**src/pkg/liujac_pkg.sv**
```systemverilog
// shared constants and types for the line-interface transmit / jitter attenuator control
package liujac_pkg;

  // register byte offsets
  localparam logic [7:0] LIUJAC_CTRL_OFF   = 8'h00;
  localparam logic [7:0] LIUJAC_STATUS_OFF = 8'h04;
  localparam logic [7:0] LIUJAC_INFO_OFF   = 8'h08;
  localparam logic [7:0] LIUJAC_PROFILE_OFF = 8'h0C;

  // control register field positions
  localparam int LIUJAC_CTL_STD      = 0;
  localparam int LIUJAC_CTL_BOC_LO   = 1;
  localparam int LIUJAC_CTL_TXSRC_LO = 4;
  localparam int LIUJAC_CTL_LIMDIS   = 7;
  localparam int LIUJAC_CTL_PWRDN    = 8;
  localparam int LIUJAC_CTL_DEPTH    = 9;
  localparam int LIUJAC_CTL_PATH     = 10;
  localparam int LIUJAC_CTL_JADIS    = 11;
  localparam int LIUJAC_CTL_PLLSEL   = 12;
  localparam int LIUJAC_CTL_RXSYNC   = 13;
  localparam int LIUJAC_CTL_TXSYNC   = 14;
  localparam int LIUJAC_CTL_RXBYP    = 15;

  // status bit positions (sticky, cleared by read)
  localparam int LIUJAC_ST_OPEN  = 1;
  localparam int LIUJAC_ST_CLIM  = 2;
  localparam int LIUJAC_ST_TRIP  = 0;

  localparam logic [31:0] LIUJAC_CTRL_RST = 32'h0000_0000;

  // divider ratios of the oversampling clock
  localparam logic [4:0] LIUJAC_DIV_NOM  = 5'h10;
  localparam logic [4:0] LIUJAC_DIV_FAST = 5'h0F;
  localparam logic [4:0] LIUJAC_DIV_SLOW = 5'h11;

  // fifo depths and trip thresholds (unit intervals)
  localparam logic [7:0] LIUJAC_DEPTH_SHALLOW = 8'h20;
  localparam logic [7:0] LIUJAC_DEPTH_DEEP    = 8'h80;
  localparam logic [7:0] LIUJAC_TRIP_SHALLOW  = 8'h1C;
  localparam logic [7:0] LIUJAC_TRIP_DEEP     = 8'h78;

  // decoded line profile
  typedef enum logic [3:0] {
    LIUJAC_E1_75       = 4'h0,
    LIUJAC_E1_120      = 4'h1,
    LIUJAC_E1_75_HRL   = 4'h2,
    LIUJAC_E1_120_HRL  = 4'h3,
    LIUJAC_T1_DSX0     = 4'h4,
    LIUJAC_T1_DSX1     = 4'h5,
    LIUJAC_T1_DSX2     = 4'h6,
    LIUJAC_T1_DSX3     = 4'h7,
    LIUJAC_T1_DSX4     = 4'h8,
    LIUJAC_T1_CSU7P5   = 4'h9,
    LIUJAC_T1_CSU15    = 4'hA,
    LIUJAC_T1_CSU22P5  = 4'hB,
    LIUJAC_PROF_BAD    = 4'hF
  } liujac_profile_t;

  typedef enum logic [1:0] {
    LIUJAC_TXSRC_EXT   = 2'h0,
    LIUJAC_TXSRC_RXCLK = 2'h1,
    LIUJAC_TXSRC_ATTEN_REF_CLOCK = 2'h2
  } liujac_txsrc_t;

  typedef struct packed {
    logic       pos;
    logic       neg;
    logic       clk;
  } liujac_line_t;

endpackage : liujac_pkg

```
**src/hw/liujac_ctrl.sv**
```systemverilog
`timescale 1ns/100ps
`default_nettype none

module liujac_ctrl
  import liujac_pkg::*;
#(
  parameter int FIFO_MAX = 128
) (
  // apb slave
  input  wire logic        pclk,
  input  wire logic        presetn,
  input  wire logic        psel,
  input  wire logic        penable,
  input  wire logic        pwrite,
  input  wire logic [7:0]  paddr,
  input  wire logic [31:0] pwdata,
  output logic [31:0]      prdata,
  output logic             pready,
  output logic             pslverr,
  // clocks sampled as enables from outside the domain
  input  wire logic        tx_clock_in,
  input  wire logic        rx_rec_clock,
  input  wire logic        atten_ref_clock,
  input  wire logic        osc_tick,
  // transmit data
  input  wire logic        tx_pos_data,
  input  wire logic        tx_neg_data,
  // receive data
  input  wire logic        rx_pos_data,
  input  wire logic        rx_neg_data,
  // analog sense
  input  wire logic        short_detect,
  input  wire logic        open_detect,
  // line side
  output logic             tx_line_pos,
  output logic             tx_line_neg,
  output logic             tx_line_oe_n,
  output logic             limiter_enable,
  output logic [3:0]       line_profile,
  output logic             pll_enable,
  output logic             rx_sync_mode,
  output logic             rx_out_pos,
  output logic             rx_out_neg,
  output logic             rx_out_clk,
  output logic             synth_ref_clk,
  output logic             atten_read_tick
);

  // synchronisers: first stage read only by second
  logic [8:0] sync1_q, sync2_q, sync3_q;
  always_ff @(posedge pclk or negedge presetn) begin
    if (!presetn) begin
      sync1_q <= 9'h000;
      sync2_q <= 9'h000;
      sync3_q <= 9'h000;
    end else begin
      sync1_q <= {osc_tick, open_detect, short_detect, rx_neg_data, rx_pos_data,
                  tx_neg_data, tx_pos_data, atten_ref_clock, 1'b0};
      sync2_q <= sync1_q;
      sync3_q <= sync2_q;
    end
  end

  // separate sync for the two clocks feeding the transmit mux
  logic [1:0] clk1_q, clk2_q, clk3_q;
  always_ff @(posedge pclk or negedge presetn) begin
    if (!presetn) begin
      clk1_q <= 2'h0;
      clk2_q <= 2'h0;
      clk3_q <= 2'h0;
    end else begin
      clk1_q <= {rx_rec_clock, tx_clock_in};
      clk2_q <= clk1_q;
      clk3_q <= clk2_q;
    end
  end

  logic txc_s, rxc_s, jac_s, tx_pos_data_s, tx_neg_data_s, rpos_s, rneg_s, short_s, open_s, osc_s;
  logic txc_rise, rxc_rise, osc_rise;
  always_comb begin
    txc_s   = clk2_q[0];
    rxc_s   = clk2_q[1];
    jac_s   = sync2_q[1];
    tx_pos_data_s  = sync2_q[2];
    tx_neg_data_s  = sync2_q[3];
    rpos_s  = sync2_q[4];
    rneg_s  = sync2_q[5];
    short_s = sync2_q[6];
    open_s  = sync2_q[7];
    osc_s   = sync2_q[8];
    txc_rise = txc_s & ~clk3_q[0];
    rxc_rise = rxc_s & ~clk3_q[1];
    osc_rise = osc_s & ~sync3_q[8];
  end

  // control register
  logic [31:0] ctrl_q, ctrl_d;
  logic        apb_wr, apb_rd;
  always_comb begin
    apb_wr = psel & penable & pwrite;
    apb_rd = psel & penable & ~pwrite;
    ctrl_d = ctrl_q;
    if (apb_wr && paddr == LIUJAC_CTRL_OFF) begin
      ctrl_d = {16'h0000, pwdata[15:0]};
    end
  end

  logic             std_t1, lim_dis, pwr_dn, deep, path_tx, ja_dis, pll_sel;
  logic             rx_sync, tx_sync, rx_byp;
  logic [2:0]       boc;
  liujac_txsrc_t    txsrc;
  always_comb begin
    std_t1  = ctrl_q[LIUJAC_CTL_STD];
    boc     = ctrl_q[LIUJAC_CTL_BOC_LO +: 3];
    txsrc   = liujac_txsrc_t'(ctrl_q[LIUJAC_CTL_TXSRC_LO +: 2]);
    lim_dis = ctrl_q[LIUJAC_CTL_LIMDIS];
    pwr_dn  = ctrl_q[LIUJAC_CTL_PWRDN];
    deep    = ctrl_q[LIUJAC_CTL_DEPTH];
    path_tx = ctrl_q[LIUJAC_CTL_PATH];
    ja_dis  = ctrl_q[LIUJAC_CTL_JADIS];
    pll_sel = ctrl_q[LIUJAC_CTL_PLLSEL];
    rx_sync = ctrl_q[LIUJAC_CTL_RXSYNC];
    tx_sync = ctrl_q[LIUJAC_CTL_TXSYNC];
    rx_byp  = ctrl_q[LIUJAC_CTL_RXBYP];
  end

  function automatic liujac_profile_t decode_profile(input logic t1, input logic [2:0] code);
    liujac_profile_t p;
    p = LIUJAC_PROF_BAD;
    if (!t1) begin
      case (code)
        3'h0:    p = LIUJAC_E1_75;
        3'h1:    p = LIUJAC_E1_120;
        3'h4:    p = LIUJAC_E1_75_HRL;
        3'h5:    p = LIUJAC_E1_120_HRL;
        default: p = LIUJAC_PROF_BAD;
      endcase
    end else begin
      case (code)
        3'h0:    p = LIUJAC_T1_DSX0;
        3'h1:    p = LIUJAC_T1_DSX1;
        3'h2:    p = LIUJAC_T1_DSX2;
        3'h3:    p = LIUJAC_T1_DSX3;
        3'h4:    p = LIUJAC_T1_DSX4;
        3'h5:    p = LIUJAC_T1_CSU7P5;
        3'h6:    p = LIUJAC_T1_CSU15;
        default: p = LIUJAC_T1_CSU22P5;
      endcase
    end
    return p;
  endfunction : decode_profile

  // transmit clock selection; gapped clocks are fine since only edges matter
  logic tx_tick;
  logic ja_tick;
  always_comb begin
    case (txsrc)
      LIUJAC_TXSRC_RXCLK: tx_tick = rxc_rise;
      LIUJAC_TXSRC_ATTEN_REF_CLOCK: tx_tick = ja_tick;
      default:            tx_tick = txc_rise;
    endcase
  end

  // attenuator fifo: write on source clock, read on smoothed divided clock
  logic [FIFO_MAX-1:0] fpos_q, fpos_d, fneg_q, fneg_d;
  logic [6:0]  wptr_q, wptr_d, rptr_q, rptr_d;
  logic [7:0]  fill_q, fill_d;
  logic [4:0]  divcnt_q, divcnt_d, divlim_q, divlim_d;
  logic        trip_now;
  logic [7:0]  depth, thr;
  logic        wr_tick, src_pos, src_neg;
  always_comb begin
    depth   = deep ? LIUJAC_DEPTH_DEEP : LIUJAC_DEPTH_SHALLOW;
    thr     = deep ? LIUJAC_TRIP_DEEP : LIUJAC_TRIP_SHALLOW;
    wr_tick = path_tx ? tx_tick : rxc_rise;
    src_pos = path_tx ? tx_pos_data_s : rpos_s;
    src_neg = path_tx ? tx_neg_data_s : rneg_s;
    fpos_d  = fpos_q;
    fneg_d  = fneg_q;
    wptr_d  = wptr_q;
    rptr_d  = rptr_q;
    fill_d  = fill_q;
    divcnt_d = divcnt_q;
    divlim_d = divlim_q;
    ja_tick = 1'b0;
    if (osc_rise) begin
      if (divcnt_q >= divlim_q - 5'h01) begin
        divcnt_d = 5'h00;
        ja_tick  = 1'b1;
        // ratio picked per period from fill excursion around the midpoint
        if (fill_q > (depth >> 1) + (thr >> 1)) begin
          divlim_d = LIUJAC_DIV_FAST;
        end else if (fill_q + (thr >> 1) < (depth >> 1)) begin
          divlim_d = LIUJAC_DIV_SLOW;
        end else begin
          divlim_d = LIUJAC_DIV_NOM;
        end
      end else begin
        divcnt_d = divcnt_q + 5'h01;
      end
    end
    if (wr_tick && fill_q < depth) begin
      fpos_d[wptr_q] = src_pos;
      fneg_d[wptr_q] = src_neg;
      wptr_d = (wptr_q + 7'h01) & 7'(depth - 8'h01);
    end
    if (ja_tick && fill_q != 8'h00) begin
      rptr_d = (rptr_q + 7'h01) & 7'(depth - 8'h01);
    end
    fill_d = fill_q + 8'((wr_tick && fill_q < depth) ? 1 : 0)
                    - 8'((ja_tick && fill_q != 8'h00) ? 1 : 0);
    if (ja_dis) begin
      wptr_d = 7'h00;
      rptr_d = 7'h00;
      fill_d = 8'h00;
    end
    trip_now = (divlim_q != LIUJAC_DIV_NOM) && !ja_dis;
  end

  // outputs and sticky status
  logic [2:0]  stat_q, stat_d;
  logic        tx_pos_data_d, tx_neg_data_d, toe_d, rpos_d, rneg_d, rclk_d, syn_d, sq_q, sq_d;
  logic        fo_pos, fo_neg, ja_rx, ja_tx;
  logic [31:0] rdata_d;
  always_comb begin
    fo_pos = fpos_q[rptr_q];
    fo_neg = fneg_q[rptr_q];
    ja_rx  = !ja_dis && !path_tx;
    ja_tx  = !ja_dis && path_tx;
    // sync clock mode follows the synced master reference, itself a square wave
    sq_d   = jac_s;
    tx_pos_data_d = tx_line_pos;
    tx_neg_data_d = tx_line_neg;
    if (tx_sync) begin
      tx_pos_data_d = sq_q;
      tx_neg_data_d = ~sq_q;
    end else if (ja_tx ? ja_tick : tx_tick) begin
      tx_pos_data_d = ja_tx ? fo_pos : tx_pos_data_s;
      tx_neg_data_d = ja_tx ? fo_neg : tx_neg_data_s;
    end
    toe_d  = pwr_dn;
    if (pwr_dn) begin
      tx_pos_data_d = 1'b0;
      tx_neg_data_d = 1'b0;
    end
    // sync clock on receive input replaces coded data
    rpos_d = rx_sync ? rxc_s : ((ja_rx && !rx_byp) ? fo_pos : rpos_s);
    rneg_d = rx_sync ? 1'b0 : ((ja_rx && !rx_byp) ? fo_neg : rneg_s);
    rclk_d = (ja_rx && !rx_byp) ? (divcnt_q < (divlim_q >> 1)) : rxc_s;
    syn_d  = ja_rx ? (divcnt_q < (divlim_q >> 1)) : rxc_s;
    stat_d = stat_q;
    if (apb_rd && paddr == LIUJAC_STATUS_OFF) begin
      stat_d = 3'h0;
    end
    if (short_s) stat_d[LIUJAC_ST_CLIM] = 1'b1;
    if (open_s)  stat_d[LIUJAC_ST_OPEN] = 1'b1;
    if (trip_now) stat_d[LIUJAC_ST_TRIP] = 1'b1;
    case (paddr)
      LIUJAC_CTRL_OFF:    rdata_d = ctrl_q;
      LIUJAC_STATUS_OFF:  rdata_d = {29'h0, stat_q};
      LIUJAC_INFO_OFF:    rdata_d = {19'h0, divlim_q, fill_q};
      LIUJAC_PROFILE_OFF: rdata_d = {28'h0, decode_profile(std_t1, boc)};
      default:            rdata_d = 32'h0000_0000;
    endcase
  end

  always_ff @(posedge pclk or negedge presetn) begin
    if (!presetn) begin
      ctrl_q   <= LIUJAC_CTRL_RST;
      fpos_q   <= '0;
      fneg_q   <= '0;
      wptr_q   <= 7'h00;
      rptr_q   <= 7'h00;
      fill_q   <= 8'h00;
      divcnt_q <= 5'h00;
      divlim_q <= LIUJAC_DIV_NOM;
      stat_q   <= 3'h0;
      sq_q     <= 1'b0;
      tx_line_pos   <= 1'b0;
      tx_line_neg   <= 1'b0;
      tx_line_oe_n  <= 1'b0;
      limiter_enable <= 1'b1;
      line_profile  <= 4'h0;
      pll_enable    <= 1'b0;
      rx_sync_mode  <= 1'b0;
      rx_out_pos    <= 1'b0;
      rx_out_neg    <= 1'b0;
      rx_out_clk    <= 1'b0;
      synth_ref_clk <= 1'b0;
      atten_read_tick <= 1'b0;
      prdata  <= 32'h0000_0000;
      pready  <= 1'b0;
      pslverr <= 1'b0;
    end else begin
      ctrl_q   <= ctrl_d;
      fpos_q   <= fpos_d;
      fneg_q   <= fneg_d;
      wptr_q   <= wptr_d;
      rptr_q   <= rptr_d;
      fill_q   <= fill_d;
      divcnt_q <= divcnt_d;
      divlim_q <= divlim_d;
      stat_q   <= stat_d;
      sq_q     <= sq_d;
      tx_line_pos   <= tx_pos_data_d;
      tx_line_neg   <= tx_neg_data_d;
      tx_line_oe_n  <= toe_d;
      limiter_enable <= ~lim_dis;
      line_profile  <= decode_profile(std_t1, boc);
      pll_enable    <= std_t1 & pll_sel;
      rx_sync_mode  <= rx_sync;
      rx_out_pos    <= rpos_d;
      rx_out_neg    <= rneg_d;
      rx_out_clk    <= rclk_d;
      synth_ref_clk <= syn_d;
      atten_read_tick <= ja_tick & ~ja_dis;
      prdata  <= rdata_d;
      pready  <= psel & ~penable;
      pslverr <= 1'b0;
    end
  end

endmodule : liujac_ctrl

`default_nettype wire

```
**config.mk**
```make
export PLATFORM = sky130hd
export DESIGN_NAME = liujac_ctrl
export DESIGN_NICKNAME = d
export VERILOG_FILES = /design/src/pkg/liujac_pkg.sv /design/src/hw/liujac_ctrl.sv
export SDC_FILE = /design/constraint.sdc
export NUM_CORES = 1
export LEC_CHECK = 0
export ABC_CLOCK_PERIOD_IN_PS = 5000
export CAP_MARGIN = 0
export CORE_UTILIZATION = 64
export DETAILED_ROUTE_END_ITERATION = 10
export DONT_BUFFER_PORTS = 1
export PLACE_DENSITY_LB_ADDON = 0.12
export SETUP_SLACK_MARGIN = 0.4
export SYNTH_ARGS = -nofsm -noshare
export SYNTH_HDL_FRONTEND = slang
export SYNTH_SLANG_ARGS = --single-unit
```
**constraint.sdc**
```tcl
create_clock -name pclk -period 5 [get_ports pclk]
set_input_delay 1 -clock pclk [delete_from_list [all_inputs] [get_ports pclk]]
set_output_delay 1 -clock pclk [all_outputs]
set_load 0.01 [all_outputs]
```
==> qor.csv <==
metric,value,unit
status,finished clean,
Total Die Area,29000,µm²
Buffers & Inverters on Critical Path,4,
GRT Total Usage,0.295,
ant diodes,0,
num rows,61,
"EDFF count, synth",0,
CTS H-tree depth,2,
Post-Syn Area,18100,µm²
Die Y,170,µm
proportion of synthesized area in mux cells,0.271,
number of global-route vias before repair,11700,
Synth async-reset ratio,1.00,
grt total ovfl,0,
number of synthesized register bits,361,
initial core utilization,0.652,
DR WL/cell,23.0,µm
Slew HR,0.208,
sequential element share of the synthesized area,0.499,
initial antenna violation count,0,
Crit Path Max Fanout,11,
Tcrit/Tclk final,0.849,
port bufs,0,
Worst-path clk slew,0.06,ns
post-CTS sizing,0,
CP Class,register to register,
first-pass GRT wire length,65600,µm
slew at the pin closest to its max-slew limit,1.18,ns
Synth cell types,71,
crit path cell chain,inv_1 > ha_1 > ha_1 > a21oi_1 > o21ai_0 > a21oi_1 > buf_4 > or3_1 > inv_1 > ha_1 > inv_1 > ha_1 > a21o_1 > a21oi_1 > o21bai_1 > a21oi_1 > o21bai_1 > a21oi_1 > mux2_2,
xor/xnor share of the synthesized area,0.00822,
largest family of logic cells by synthesized area,multiplexers,
MaxCap Viol Count,0,
placed cell areas,18200,µm²
Top Ports,104,
Max Clock Freq,236,MHz
"slowest stage delay, CP",0.44,ns
Max IR drop VDD,0.290,mV
antenna-violating nets left,0,
Required @ worst endpoint,5.41,ns
initial DRC count,892,
power per cell area,393,nW/µm²
final hold vios,0,
drt first pass iters,5,
most frequent CP cell,a21oi_1,
Critical-path top delay cell,dfrtp_1,
Crit path arrival time,4.65,ns
die width,170,µm
CTS tree,built,
Layout area overhead,7.41,%
final setup fails,0,
Slew Limit Fails,0,
Via density,6.41,
clk buf depth,3,
Final Wtd Congestion,0.846,
Skew-Pair Late Insertion Delay,0.53,ns
Setup TNS,0,ns
Synth Area in Simple Gates,0.112,
clk sinks,361,
DRC viols,0,
Detailed Route WL,40100,µm
post-route minimum period,4.24,ns
Leak,8.71,nW
predominant post-synthesis flop cell,dfrtp_1,
Synth Instances,1371,
Critical Path End Type,register,
CORE AREA,27800,µm²
HP Class,primary input to async pin,
detailed-route via count,11200,
Detail Placement HPWL,25100,µm
Final #Nets,1427,
share of layout cells above drive strength 1,0.347,
pin count of the biggest net entering global routing,362,
RSZ-0062 raised after global routing,no,
post-CTS setup buffer count,0,
complex-gate fraction of the synthesized area,0.0409,
fin area,19400,µm²
total placed cells including tap cells,1672,
final cell count without fillers,1742,
Post-Synth Adder-Cell Area,0.0260,
syn avg cell area,13.2,µm²
Hold Buf Count CTS,0,
"most common cell after layout, fill and taps aside",dfrtp_1,
clk_skew,0.0129,ns
"commonest non-fill, non-tap cells in the layout","dfrtp_1, mux2_2, nor3_1",
Yosys warnings,0,
Critical Path Start Type,register,
clk root buf,clkbuf_16,
Pwr Total,0.00765,W
CTS buffer count,39,
crit-path leading delay family,compound AO/OA/AOI/OAI gates,
worst register-to-register path, delay by kind of cell, from the launching register on:
kind | cells | cell delay, ns
multiplexers | 1 | 0.35
AND/OR/NAND/NOR | 1 | 0.44
flip-flops | 1 | 0.44
buffers and inverters | 4 | 0.48
AO/OA/AOI/OAI | 9 | 1.42
adder cells (fa/ha/maj) | 4 | 0.99
cell usage after synthesis (all sizes together), types with 5 or more instances:
master,instances,area share
a22oi,5,0.0021
nand2,47,0.0097
and2,7,0.0024
dfrtp,359,0.50
buf,59,0.025
a21o,11,0.0046
a211oi,5,0.0021
o21ai,28,0.0077
or3,9,0.0032
nand2b,16,0.0055
nor4,21,0.013
mux4,63,0.083
inv,25,0.0052
nand3,22,0.0064
mux2i,32,0.018
nor2,46,0.0095
xnor2,14,0.0068
clkbuf,55,0.011
mux2,275,0.17
o31ai,6,0.0025
o22ai,5,0.0017
nor2b,19,0.0066
ha,36,0.025
nor3,120,0.045
a21oi,23,0.0064
worst paths after layout:
kind | slack, ns | endpoint | from | cells past startpoint
min in group pclk | 0.34 | sync2_q[5] | sync1_q[5] | 0
max in group asynchronous | 4.36 | fpos_q[25] | presetn | 0
worst min register to register | 0.34 | sync2_q[5] | sync1_q[5] | 0
worst max register to register | 0.76 | fill_q[7] | divlim_q[0] | 19
worst min-delay path | 0.17 | stat_q[1] | presetn | 0
worst max-delay path | 0.76 | fill_q[7] | divlim_q[0] | 19
layout make-up:
class | instances | area, µm²
well taps | 378 | 473
clock inverters | 11 | 87.6
repair buffers | 21 | 170
multi-input cells | 887 | 8400
flip-flops and latches | 361 | 9040
inverters | 25 | 93.8
clock buffers | 59 | 1180
fillers | 2014 | 8340
report_power, final:
group	total, W	switching [W]	internal, W
clock network	0.00284	0.00115	0.00169
logic	0.00146	0.000937	0.000522
registers	0.00335	0.000232	0.00312
cells by family after synthesis:
kind of cell,Yosys count
xor+xnor,17
mux,370
simple gates,333
fa+ha+maj,37
flops,361
other cells,1
buf+inv,139
compound gates,113
registers in the layout, indices dropped and copies added, names as in the netlist, 5 cells and up:
register,cells
fill_q,8
ctrl_q,16
prdata,16
fpos_q,128
sync2_q,8
divcnt_q,5
sync1_q,8
wptr_q,7
rptr_q,7
fneg_q,128
per-layer routing:
metal / vias up / track usage / part of all wire
li1: 4942 / - / -
met1: 5780 / 0.419 / 0.44
met2: 330 / 0.463 / 0.47
met3: 106 / 0.0419 / 0.053
met4: 0 / 0.110 / 0.035
met5: - / 0 / 0
stage by stage:
stage	hold WS, ns	util	setup slack, ns
finish	0.168	0.700	0.756
global route	0.148	0.700	0.499
floorplan	0.331	-	1.21
CTS	0.162	0.700	0.767
global placement	0.333	0.654	0.900
detailed placement	0.336	0.654	0.788
No activity file was read; power rests on OpenSTA's default activity.
